===== src/common/psac_defines.svh =====
`ifndef PSAC_DEFINES_SVH
`define PSAC_DEFINES_SVH

// Fixed upper three bits of the seven-bit bus address.
`define PSAC_ADDR_PREFIX      3'h6
// Broadcast address, seven bits.
`define PSAC_BCAST_ADDR       7'h00
// Fixed slot address used in the factory mode; the value is arbitrary.
`define PSAC_FACTORY_SLOT     4'h0
// Number of decoded unit and rack positions.
`define PSAC_UNIT_MAX         4'ha
`define PSAC_RACK_MAX         4'h8
// Setpoint code used while the default setpoint is selected.
`define PSAC_SETPOINT_DEFAULT 8'h80
// Firmware command code that takes over the setpoint.
`define PSAC_CMD_SETPOINT     8'h21
// Timing figures in microseconds and the clock rate in MHz.
`define PSAC_CLK_MHZ          50
`define PSAC_PG_WARN_US       2000
`define PSAC_RISE_MAX_US      50000
`define PSAC_START_DELAY_US   2000
`define PSAC_BLINK_HALF_US    250000
// Cycle counts derived from the figures above.
`define PSAC_PG_WARN_CYC      (`PSAC_PG_WARN_US * `PSAC_CLK_MHZ)
`define PSAC_RISE_MAX_CYC     (`PSAC_RISE_MAX_US * `PSAC_CLK_MHZ)
`define PSAC_START_DELAY_CYC  (`PSAC_START_DELAY_US * `PSAC_CLK_MHZ + 1)
`define PSAC_BLINK_HALF_CYC   (`PSAC_BLINK_HALF_US * `PSAC_CLK_MHZ)

`endif


===== src/common/psac_pkg.sv =====
package psac_pkg;

    // Outcome of an address phase seen by the bus front end.
    typedef struct packed {
        logic       hit;
        logic       bcast;
        logic       invalid;
    } psac_match_t;

    // Output sequencing states.
    typedef enum logic [2:0] {
        PSAC_OFF,
        PSAC_DELAY,
        PSAC_RISE,
        PSAC_ON,
        PSAC_WARN
    } psac_seq_t;

    // Firmware command strobe with its code and data.
    typedef struct packed {
        logic       valid;
        logic [7:0] code;
        logic [7:0] data;
    } psac_cmd_t;

endpackage


===== src/rtl/psac_slot_decode.sv =====
`timescale 1ns/1ps
// Combinational map from decoded unit and rack numbers to the slot address.
module psac_slot_decode (
    // Decoded positions, 1-based, 0 meaning invalid.
    input  wire logic [3:0] unit_num,
    input  wire logic [3:0] rack_num,
    // Resolved slot address.
    output logic      [3:0] slot_addr
);

    // Table lookup by formula across the four unit groups.
    always_comb begin
        logic [5:0] u;
        logic [5:0] r;
        logic [5:0] a;
        u = {2'h0, unit_num};
        r = {2'h0, rack_num};
        a = 6'h00;
        if (r >= 6'h1 && r <= 6'h8) begin
            if (u >= 6'h1 && u <= 6'h4) begin
                if (r <= 6'h4) begin
                    a = 6'h4 * (r - 6'h1) + (u - 6'h1);
                end else if (r >= 6'h6) begin
                    a = 6'h5 * (r - 6'h6) + (u - 6'h1);
                end
            end else if (u == 6'h5) begin
                if (r >= 6'h6) begin
                    a = 6'h5 * (r - 6'h6) + 6'h4;
                end
            end else if (u == 6'h6 || u == 6'h7) begin
                a = 6'h2 * (r - 6'h1) + (u - 6'h6);
            end else if (u >= 6'h8 && u <= 6'ha) begin
                if (r >= 6'h4) begin
                    a = 6'h3 * (r - 6'h4) + (u - 6'h8);
                end
            end
        end
        slot_addr = a[3:0];
    end

endmodule // psac_slot_decode


===== src/rtl/psac_level_decode.sv =====
`timescale 1ns/1ps
// Quantiser from an eight-bit level code (full scale 3.30) to a position number.
module psac_level_decode (
    // Select: 0 for the unit input, 1 for the rack input.
    input  wire logic       is_rack,
    // Digitised level, 8'hff standing for 3.30.
    input  wire logic [7:0] level,
    // Position 1..10 or 1..8; 0 for an invalid level.
    output logic      [3:0] pos
);

    // Thresholds sit midway between nominal levels, scaled by 255/3.30.
    always_comb begin
        pos = 4'h0;
        if (!is_rack) begin
            if      (level >= 8'hf2) pos = 4'h0; // 3.30 reads invalid
            else if (level >= 8'hdb) pos = 4'h1;
            else if (level >= 8'hc2) pos = 4'h2;
            else if (level >= 8'ha9) pos = 4'h3;
            else if (level >= 8'h90) pos = 4'h4;
            else if (level >= 8'h77) pos = 4'h5;
            else if (level >= 8'h5e) pos = 4'h6;
            else if (level >= 8'h45) pos = 4'h7;
            else if (level >= 8'h2c) pos = 4'h8;
            else if (level >= 8'h0e) pos = 4'h9;
            else                     pos = 4'ha;
        end else begin
            if      (level >= 8'hee) pos = 4'h1;
            else if (level >= 8'hc8) pos = 4'h2;
            else if (level >= 8'ha2) pos = 4'h3;
            else if (level >= 8'h80) pos = 4'h4;
            else if (level >= 8'h5d) pos = 4'h5;
            else if (level >= 8'h3a) pos = 4'h6;
            else if (level >= 8'h13) pos = 4'h7;
            else                     pos = 4'h8;
        end
    end

endmodule // psac_level_decode


===== src/rtl/psac_owner.sv =====
`timescale 1ns/1ps
`include "psac_defines.svh"
// Function
// - Answer address 110 plus slot bits.
// - Address byte bit zero selects write/read.
// - Also accept all-zero broadcast writes.
// - Broadcast read flags invalid, not served.
// - Unit levels decode units 1-10, 3.30 invalid.
// - Rack levels decode racks 1-8.
// - Racks 1-4 units 1-4 formula; others zero.
// - Racks 6-8 units 1-5 formula.
// - Units 6-7 and 8-10 formulas.
// - Mode pin selects serial or RS485.
// - RS485 mode uses fixed internal address.
// - Setpoint follows pin until command 0x21.
// - Firmware ownership lasts until bias reset.
// - High or open pin selects default setpoint.
// - Output on only with remote high, no off command.
// - Power-good drops 2ms before output loss; here on hold_expiring or input loss, and with the output on an off request.
// - Power-good asserts after output in regulation.
// - Wait over 2ms after input returns; here only from PSAC_OFF, while PSAC_WARN goes straight back to PSAC_RISE.
// - Input-ok indicator blinks on low input.
module psac_owner (
    // Clock and bias-power reset.
    input  wire logic                 mclk,
    input  wire logic                 rst_n,
    // Strapped select levels and mode pin.
    input  wire logic [7:0]           unit_select_input,
    input  wire logic [7:0]           rack_select_input,
    input  wire logic                 mode_rs485,
    // Address phase from the bus front end.
    input  wire logic                 addr_valid,
    input  wire logic [7:0]           addr_byte,
    output psac_pkg::psac_match_t     addr_match,
    // Firmware command strobe.
    input  wire psac_pkg::psac_cmd_t  fw_cmd,
    input  wire logic                 fw_off_cmd,
    input  wire logic                 fw_on_cmd,
    // Setpoint pin level and its open detect.
    input  wire logic [7:0]           setpoint_pin,
    input  wire logic                 setpoint_pin_open,
    input  wire logic                 setpoint_pin_high,
    // Power conditions.
    input  wire logic                 remote_on,
    input  wire logic                 input_ok,
    input  wire logic                 input_low,
    input  wire logic                 output_in_reg,
    input  wire logic                 hold_expiring,
    // Results.
    output logic [3:0]                slot_addr,
    output logic [6:0]                bus_addr,
    output logic [7:0]                setpoint,
    output logic                      setpoint_fw_owned,
    output logic                      main_enable,
    output logic                      power_good_n,
    output logic                      input_ok_indicator,
    output logic                      invalid_cmd
);

    ////////////////////////////////////////////////////////////////////////////
    // Counts and state.

    localparam logic [31:0] START_CYC = `PSAC_START_DELAY_CYC;
    localparam logic [31:0] RISE_CYC  = `PSAC_RISE_MAX_CYC;
    localparam logic [31:0] BLINK_CYC = `PSAC_BLINK_HALF_CYC;

    typedef struct packed {
        logic                  latched;
        logic [3:0]            slot;
        logic                  fw_owned;
        logic [7:0]            fw_setpoint;
        logic                  fw_off;
        psac_pkg::psac_seq_t   seq;
        logic [31:0]           timer;
        logic                  pg_n;
        logic [31:0]           blink_cnt;
        logic                  led;
        psac_pkg::psac_match_t match;
        logic                  invalid;
        logic [7:0]            setpoint;
    } psac_state_t;

    psac_state_t state_reg;
    psac_state_t state_next;

    logic [3:0] unit_num;
    logic [3:0] rack_num;
    logic [3:0] table_slot;

    ////////////////////////////////////////////////////////////////////////////
    // Level quantisers and the slot table.

    psac_level_decode u_unit_dec (
        .is_rack (1'b0),
        .level   (unit_select_input),
        .pos     (unit_num)
    );

    psac_level_decode u_rack_dec (
        .is_rack (1'b1),
        .level   (rack_select_input),
        .pos     (rack_num)
    );

    psac_slot_decode u_slot (
        .unit_num  (unit_num),
        .rack_num  (rack_num),
        .slot_addr (table_slot)
    );

    ////////////////////////////////////////////////////////////////////////////
    // Next-state logic.

    always_comb begin
        logic [6:0] own_addr;
        logic       dir_read;
        logic       off_req;
        own_addr   = 7'h00;
        dir_read   = 1'b0;
        off_req    = 1'b0;
        state_next = state_reg;

        // The strap levels are caught once, on the first edge after release.
        if (!state_reg.latched) begin
            state_next.latched = 1'b1;
            state_next.slot    = mode_rs485 ? `PSAC_FACTORY_SLOT : table_slot;
        end

        // Address match with direction bit, broadcast reads flagged invalid.
        own_addr = {`PSAC_ADDR_PREFIX, state_reg.slot};
        dir_read = addr_byte[0];
        state_next.match = '0;
        if (addr_valid && state_reg.latched) begin
            if (addr_byte[7:1] == own_addr) begin
                state_next.match.hit = 1'b1;
            end else if (addr_byte[7:1] == `PSAC_BCAST_ADDR) begin
                if (dir_read) begin
                    state_next.match.invalid = 1'b1;
                    state_next.invalid       = 1'b1;
                end else begin
                    state_next.match.hit   = 1'b1;
                    state_next.match.bcast = 1'b1;
                end
            end
        end

        // Setpoint takeover stays until the bias reset.
        if (fw_cmd.valid && fw_cmd.code == `PSAC_CMD_SETPOINT) begin
            state_next.fw_owned    = 1'b1;
            state_next.fw_setpoint = fw_cmd.data;
        end
        if (state_reg.fw_owned) begin
            state_next.setpoint = state_reg.fw_setpoint;
        end else if (setpoint_pin_open || setpoint_pin_high) begin
            state_next.setpoint = `PSAC_SETPOINT_DEFAULT;
        end else begin
            state_next.setpoint = setpoint_pin;
        end

        // Firmware off holds until a firmware on command.
        if (fw_off_cmd) begin
            state_next.fw_off = 1'b1;
        end else if (fw_on_cmd) begin
            state_next.fw_off = 1'b0;
        end
        off_req = !remote_on || state_reg.fw_off || fw_off_cmd;

        // Output sequencing with power-good.
        unique case (state_reg.seq)
            psac_pkg::PSAC_OFF: begin
                state_next.pg_n  = 1'b1;
                state_next.timer = 32'h0;
                if (input_ok && !off_req) begin
                    state_next.seq = psac_pkg::PSAC_DELAY;
                end
            end
            psac_pkg::PSAC_DELAY: begin
                state_next.timer = state_reg.timer + 32'h1;
                if (!input_ok || off_req) begin
                    state_next.seq = psac_pkg::PSAC_OFF;
                end else if (state_reg.timer >= START_CYC - 32'h1) begin
                    state_next.seq   = psac_pkg::PSAC_RISE;
                    state_next.timer = 32'h0;
                end
            end
            psac_pkg::PSAC_RISE: begin
                state_next.timer = state_reg.timer + 32'h1;
                if (!input_ok || off_req) begin
                    state_next.seq = psac_pkg::PSAC_OFF;
                end else if (output_in_reg) begin
                    state_next.seq  = psac_pkg::PSAC_ON;
                    state_next.pg_n = 1'b0;
                end else if (state_reg.timer >= RISE_CYC - 32'h1) begin
                    state_next.seq = psac_pkg::PSAC_OFF;
                end
            end
            psac_pkg::PSAC_ON: begin
                if (off_req || hold_expiring || !input_ok) begin
                    state_next.pg_n = 1'b1;
                    state_next.seq  = off_req ? psac_pkg::PSAC_OFF : psac_pkg::PSAC_WARN;
                end
            end
            psac_pkg::PSAC_WARN: begin
                state_next.pg_n = 1'b1;
                // An off request must win over recovery, or the output would stay on.
                if (off_req) begin
                    state_next.seq = psac_pkg::PSAC_OFF;
                end else if (input_ok && !hold_expiring) begin
                    state_next.seq   = psac_pkg::PSAC_RISE;
                    state_next.timer = 32'h0;
                end else if (!output_in_reg) begin
                    state_next.seq = psac_pkg::PSAC_OFF;
                end
            end
        endcase

        // Indicator blinks on low input, otherwise steady at the input_ok level.
        if (input_low) begin
            if (state_reg.blink_cnt >= BLINK_CYC - 32'h1) begin
                state_next.blink_cnt = 32'h0;
                state_next.led       = !state_reg.led;
            end else begin
                state_next.blink_cnt = state_reg.blink_cnt + 32'h1;
            end
        end else begin
            state_next.blink_cnt = 32'h0;
            state_next.led       = input_ok;
        end
    end

    ////////////////////////////////////////////////////////////////////////////
    // State register; reset models the bias-power cycle.

    always_ff @(posedge mclk or negedge rst_n) begin
        if (!rst_n) begin
            state_reg          <= '0;
            state_reg.seq      <= psac_pkg::PSAC_OFF;
            state_reg.pg_n     <= 1'b1;
            state_reg.setpoint <= `PSAC_SETPOINT_DEFAULT;
        end else begin
            state_reg <= state_next;
        end
    end

    ////////////////////////////////////////////////////////////////////////////
    // Outputs.

    // Output enable follows the sequencer, cut on the next clock edge by any off request.
    assign main_enable        = (state_reg.seq == psac_pkg::PSAC_RISE ||
                                 state_reg.seq == psac_pkg::PSAC_ON ||
                                 state_reg.seq == psac_pkg::PSAC_WARN);
    assign slot_addr          = state_reg.slot;
    assign bus_addr           = {`PSAC_ADDR_PREFIX, state_reg.slot};
    assign addr_match         = state_reg.match;
    assign setpoint           = state_reg.setpoint;
    assign setpoint_fw_owned  = state_reg.fw_owned;
    assign power_good_n       = state_reg.pg_n;
    assign input_ok_indicator = state_reg.led;
    assign invalid_cmd        = state_reg.invalid;

endmodule // psac_owner


===== config.mk =====
export PLATFORM = sky130hd
export DESIGN_NAME = psac_owner
export DESIGN_NICKNAME = d
export VERILOG_FILES = /design/src/common/psac_pkg.sv /design/src/rtl/psac_slot_decode.sv /design/src/rtl/psac_level_decode.sv /design/src/rtl/psac_owner.sv
export VERILOG_INCLUDE_DIRS = /design/src /design/src/common
export SDC_FILE = /design/constraint.sdc
export NUM_CORES = 1
export LEC_CHECK = 0
export BUFFER_PORTS_ARGS = -buffer_cell sky130_fd_sc_hd__buf_2
export CAP_MARGIN = 5
export CORE_MARGIN = 2
export CORE_UTILIZATION = 51
export CTS_BUF_LIST = sky130_fd_sc_hd__clkbuf_4
export CTS_CLUSTER_DIAMETER = 150
export DETAILED_ROUTE_END_ITERATION = 8
export PLACE_DENSITY = 0.72
export REMOVE_ABC_BUFFERS = 1
export SYNTH_ARGS = -nofsm -noshare
export SYNTH_HDL_FRONTEND = slang
export SYNTH_SLANG_ARGS = --single-unit

===== constraint.sdc =====
create_clock -name mclk -period 2.8 [get_ports mclk]
set_input_delay 0.42 -clock mclk [delete_from_list [all_inputs] [get_ports mclk]]
set_output_delay 0.42 -clock mclk [all_outputs]
set_load 0.02 [all_outputs]

Word-level counts from Yosys, hierarchy flattened
Cells that the tools add are included.

word-level totals
  register bits = 96

operators by class
  add/subtract/negate cells = 13
  multipliers = 2
  magnitude comparators = 29
  equal/unequal tests = 19
  muxes and demuxes = 60
  bitwise gates (word level) = 1
  reduce and logical (&&, ||, !) cells = 31

operators by type and width
  operator               count
  $mux 32                4
  $pmux 32 s4            1
  $mux 4                 28
  $ge 8x8->1 const B     9
  $add 32x1->32 const B  2
  $mux 35                1
  $mux 3                 11
  $mux 33                1
  $ge 32x17->1 const B   1
  $ge 32x22->1 const B   1
  $ge 32x24->1 const B   1
  $ge 8x7->1 const B     4
  $add 4x4->4            4
  $ge 8x6->1 const B     2
  $mux 8                 2
  $pmux 3 s5             1
  $eq 4x3->1 const B     3
  $ne 2x2->1 const B     6
  $sub 4x3->5 const B    2
  $logic_or 1x1->1       9
  $eq 8x6->1 const B     1
  $ge 4x1->1 const B     2
  $ge 4x3->1 const B     2
  $ge 8x4->1 const B     1
  33 further kinds       56

Longest topological paths before layout
  depth after elaboration = 20
  gate-level depth with buffers = 18
  depth with buffers taken out = 17

Cells and area by module
From an unflattened synthesis, not the netlist that was laid out.

second synthesis, totals
  cell total of the unflattened synthesis = 792
  area, all modules = 7076.8 um2

modules (own cells, without submodules)
  module             instances  cells each  area an instance (um2)  sequential area each (um2)
  psac_owner         1          535         5141.2                  2404.8
  psac_slot_decode   1          115         982.2                   0.0
  psac_level_decode  2          71          476.7                   0.0

Worst setup path before layout
No wires, ideal clock.

  path kind = input port to flip-flop
  start = input port unit_select_input[4]
  end = register state_reg (netlist bit slot_addr[3])
  library setup time = 144 ps
  arrival time = 3333 ps
  setup slack = -678 ps
  cell stages on the path = 17
  path buffers = 1
  cells stage by stage = clkbuf_1 nor2_1 a31oi_1 o21ai_0 nand2_1 o21ai_0 fa_1 inv_1 ha_1 ha_1 xor2_1 xnor2_1 xnor2_1 a22oi_1 o21ai_0 a211oi_1 a311oi_1

between the ends
  longest elaborated chain between the ends = 20
  elaborated cells on any way between the ends = 46
  those cells by class = 7 x add/sub; 14 x order compare; 3 x eq/ne; 19 x mux; 3 x reduce/logical

RTL lines
  what                    RTL line                 source
  start: declaration      psac_owner.sv:28         input wire logic [7:0] unit_select_input,
  $ge 8x4->1              psac_level_decode.sv:25  else if (level >= 8'h0e) pos = 4'h9;
  $mux 2                  psac_level_decode.sv:25
  $mux 4                  psac_level_decode.sv:24  else if (level >= 8'h2c) pos = 4'h8;
  $mux 4                  psac_level_decode.sv:23  else if (level >= 8'h45) pos = 4'h7;
  $mux 4                  psac_level_decode.sv:22  else if (level >= 8'h5e) pos = 4'h6;
  $mux 4                  psac_level_decode.sv:21  else if (level >= 8'h77) pos = 4'h5;
  $mux 4                  psac_level_decode.sv:20  else if (level >= 8'h90) pos = 4'h4;
  $mux 4                  psac_level_decode.sv:19  else if (level >= 8'ha9) pos = 4'h3;
  (+4 left out)           n/a
  $add 4x4->4             psac_slot_decode.sv:34   a = 6'h3 * (r - 6'h4) + (u - 6'h8);
  $mux 4                  psac_slot_decode.sv:33   if (r >= 6'h4) begin
  $mux 4                  psac_slot_decode.sv:32   end else if (u >= 6'h8 && u <= 6'ha) begin
  $mux 4                  psac_slot_decode.sv:30   end else if (u == 6'h6 || u == 6'h7) begin
  $mux 4                  psac_slot_decode.sv:26   end else if (u == 6'h5) begin
  $mux 4 (*)              psac_slot_decode.sv:20   if (u >= 6'h1 && u <= 6'h4) begin
  $mux 4 (*)              psac_slot_decode.sv:19   if (r >= 6'h1 && r <= 6'h8) begin
  $mux 4 (*)              psac_owner.sv:126        state_next.slot = mode_rs485 ? `PSAC_FACTORY_SLOT : table_slot;
  end signal: assignment  psac_owner.sv:241        state_reg <= state_next;
  end: declaration        psac_owner.sv:83         psac_state_t state_reg;

Mark *: on every way between the ends. The rest lies on a longest branch, timed or not.
A chain may end at the register's enable or synchronous reset.

Worst setup path after layout
  start = input port rack_select_input[1]
  end = register state_reg (netlist bit slot_addr[3])

between the ends
  longest elaborated chain between the ends = 18
  elaborated cells on any way between the ends = 40
  those cells by class = 8 x add/sub; 2 x mul; 12 x order compare; 17 x mux; 1 x reduce/logical

RTL lines
  what                RTL line                 source
  start: declaration  psac_owner.sv:29         input wire logic [7:0] rack_select_input,
  $ge 8x5->1          psac_level_decode.sv:34  else if (level >= 8'h13) pos = 4'h7;
  $mux 4              psac_level_decode.sv:34
  $mux 4              psac_level_decode.sv:33  else if (level >= 8'h3a) pos = 4'h6;
  $mux 4              psac_level_decode.sv:32  else if (level >= 8'h5d) pos = 4'h5;
  $mux 4              psac_level_decode.sv:31  else if (level >= 8'h80) pos = 4'h4;
  $mux 4              psac_level_decode.sv:30  else if (level >= 8'ha2) pos = 4'h3;
  $mux 4              psac_level_decode.sv:29  else if (level >= 8'hc8) pos = 4'h2;
  $mux 4 (*)          psac_level_decode.sv:28  if (level >= 8'hee) pos = 4'h1;
  (+2 left out)       n/a
  $add 4x4->4         psac_slot_decode.sv:34
  $mux 4              psac_slot_decode.sv:33
  $mux 4              psac_slot_decode.sv:32
  $mux 4              psac_slot_decode.sv:30
  $mux 4              psac_slot_decode.sv:26
  $mux 4              psac_slot_decode.sv:20
  $mux 4 (*)          psac_slot_decode.sv:19
  $mux 4 (*)          psac_owner.sv:126

Marks and branches as above.

==> metrics.md <==
| Metric | Value |
|---|---|
| Clk sink count | `96` |
| FF+latch area | `around 2400 um^2` |
| H-tree Lvls | `3` |
| Non-filler instance count after layout | `932` |
| Clock slew at reported path FFs | `130 ps` |
| Synth Flop Type | `dfrtp_1` |
| YS warnings | `0` |
| Initial core utilization | `about half` |
| Vias | `between 5,000 and 6,000` |
| GRT Residual Overflow | `0` |
| Max Root-Sink Buffers | `2` |
| Layout Area Growth over Synthesis | `18.7%` |
| Cell area after synthesis | `slightly above 6000 um^2` |
| RR Startpoint | `state_reg[46]` |
| Initial DRC count | `about 270` |
| Layout cell share with drive strength beyond 1 | `27.9%` |
| Worst-path maximum fanout | `6` |
| Final setup viols | `1` |
| Max Slew Vio Count | `0` |
| Critical path class | `input pin to flip-flop` |
| Yosys top cell by area | `dfrtp_1` |
| Peak VDD IR | `approximately 270 uV` |
| Vias in the first global route | `roughly 5,000` |
| Synth Instances | `roughly 660` |
| Synth top area cells | `dfrtp_1 38%, ha_1 5.3%, nor2_1 5.1%, xor2_1 4.9%, xnor2_1 4.3%` |
| Highest clock rate | `roughly 350 MHz` |
| Post-synth EDFFs | `0` |
| Dpl cell area | `~7000 um^2` |
| DRC Markers | `0` |
| Yosys top cell area share | `38.4%` |
| Final period utilization | `103%` |
| Clock period minus final worst setup slack | `between 2000 and 3000 ps` |
| Number of max-cap violations | `0` |
| Total wire length | `between 10,000 and 15,000 um` |
| Largest net degree at the start of global routing | `52` |
| Setup TNS | `-80.5 ps` |
| Violated checks | `negative setup slack` |
| Multi-input gate area | `~3500 um^2` |
| Syn avg cell area | `approximately 9.3 um^2` |
| Seq/Total Area, Yosys | `about two fifths` |
| Worst-margin pin slew | `roughly 1000 ps` |
| Result of the run | `finished with violations` |
| Max Clock Skew | `about 21 ps` |
| IO buf count | `85` |
| Crit start category | `input pin` |
| Fillers | `994` |
| Endpoints failing hold | `0` |
| Die ar. | `around 13,000 um^2` |
| Core area | `11,900 um^2` |
| Ant diodes | `0` |
| Global-route total usage across every layer | `20.6%` |
| Leakage dissipation | `0.00333 uW` |
| Setup crit start | `rack_select_input[1]` |
| PD cells | `~460 nW/um^2` |
| Max reg flops | `77` |
| Distinct cells, synth | `86` |
| Design Area, Final | `between 7000 and 8000 um^2` |
| DRT Pass-1 Iters | `5` |
| Hpwl dp | `about 10000 um` |
| DRT antenna net count | `0` |
| Synthesis-stage register bit count | `between 90 and 100` |
| Fin nets | `870` |
| CTS tree | `done` |
| DR vias/cell | `approximately 5.4` |
| Placed cell count | `roughly 910` |
| Clock root cell | `clkbuf_4` |
| I/O pin count | `89` |
| Gpl congestion | `between 0.8 and 0.9` |
| Critical Path AT | `3190 ps` |
| Worst EP required | `3110 ps` |
| Rows | `40` |
| CTS buffer count | `9` |
| RSZ-0062 raised after global routing | `true` |
| Min-Delay Startpoint | `addr_byte[0]` |
| Critical path capture point type | `flip-flop` |
| Die Width | `about 110 um` |
| Worst Hold Class | `input pin to flip-flop` |
| WL per Instance | `~14 um` |
| Die H | `114 um` |
| Initial antenna violation count | `0` |
| Final worst slack | `-80.5 ps` |
| Slew headroom | `between 30% and 40%` |
| Asr flop ratio synth | `100%` |
| Min Hold Slack | `around 150 ps` |
| Worst-Skew Late Latency | `around 440 ps` |
| Global-route wire length before repair | `22,100 um` |
## per-layer routing
metal,routed length (um),vias to the layer above,track usage (%)
met5,0,-,0
met4,194,0,5.61
met3,517,19,3.67
met2,6340,121,36.0
met1,5890,2375,26.6
li1,-,2524,-
## cell usage in the layout (no fill, tap or decap), drive strengths merged, types with 4 or more instances in the layout
master	Yosys	routed
a21o	11	11
or3	4	4
xnor2	31	31
nor4	10	10
dfrtp	94	94
clkbuf	7	10
or4	5	5
nor2	86	86
buf	34	142
and3	11	11
nand2b	8	8
nor3	20	20
nand4	16	16
nand3	23	23
nand2	63	63
a21oi	15	15
and2	5	5
o21ai	33	33
a211oi	5	5
inv	30	31
ha	26	26
a221oi	4	4
conb	2	12
a31oi	7	7
xor2	34	34
mux2	9	9
nor3b	5	5
## path summary, 6_finish.rpt
path	end	slack, ps	depth (start not counted)
worst max-delay path	slot_addr[3]	-80	16
worst min-delay path	addr_match[1]	150	2
worst max register to register	state_reg[79]	160	8
worst min register to register	invalid_cmd	490	1
max in group asynchronous	setpoint[7]	1530	3
min in group asynchronous	state_reg[50]	530	2
## critical path: stages
cell and delay [ps]:
buf_6 110, a211o_1 320, and3_4 180, o32ai_4 310
buf_6 150, fa_1 400, inv_1 70, ha_2 180
ha_4 130, xor2_2 150, xnor2_1 150, xnor2_1 100
a22oi_1 150, o21ai_1 90, a211oi_1 220, a311oi_1 60
## metrics by stage
stage / utilization [%] / total power [uW] / worst slack [ps]
2_1_floorplan: - / 2150 / -586
3_3_place_gp: 58.2 / 2520 / -539
3_5_place_dp: 58.2 / 2550 / -656
4_1_cts: 59.7 / 3280 / -99.5
5_1_grt: 61.2 / 3530 / -203
6_report: 61.2 / 3330 / -80.5
## area by class of cell
class | count | area share [%]
Clock buffer | 10 | 1.03
Inverter | 30 | 1.55
Timing Repair Buffer | 143 | 12.6
Clock inverter | 6 | 0.810
Multi-Input combinational cell | 500 | 48.3
Sequential cell | 96 | 33.1
Tap cell | 147 | 2.53
## timing repair
action | CTS | global route
setup buffers | 0 | 1
hold buffers | 1 | 0
pin swaps | 13 | 17
endpoints found under the setup margin | 2 | 4
cloned | 0 | 0
resized for setup | 10 | 36
endpoints found under the hold margin | 26 | 0
## logic make-up after synthesis
kind of cell               share of synthesized area (%)
AOI/OAI and AO/OA                                   14.7
xor gates and xnor gates                            9.43
adders and majority gates                           5.97
buffers and inverters                               6.67
DFF                                                 39.3
muxes                                               1.72
other                                              0.123
and+or+nand+nor                                     22.1
## report_power, final
part / switching (uW) / internal, uW / leakage (uW)
Sequential: 72.7 / 1440 / 0.00130
Combinational: 600 / 496 / 0.00196
Clock: 441 / 279 / 0.0000719
Total: 1110 / 2210 / 0.00333
## Yosys cell counts (4+ instances only)
cell type,count
xnor2_1,30
nor2_1,83
a211oi_1,5
dfrtp_1,94
nor3_1,19
buf_6,5
clkbuf_1,6
mux2_2,8
buf_2,6
ha_1,26
and3_1,11
nand3_1,23
a21oi_1,13
nand4_1,14
or4_1,4
nor4_1,9
a31oi_1,6
inv_1,30
a21o_1,11
nand2_1,62
nand2b_1,8
buf_4,23
xor2_1,34
o21ai_0,31
No activity file was read; power rests on OpenSTA's default activity.
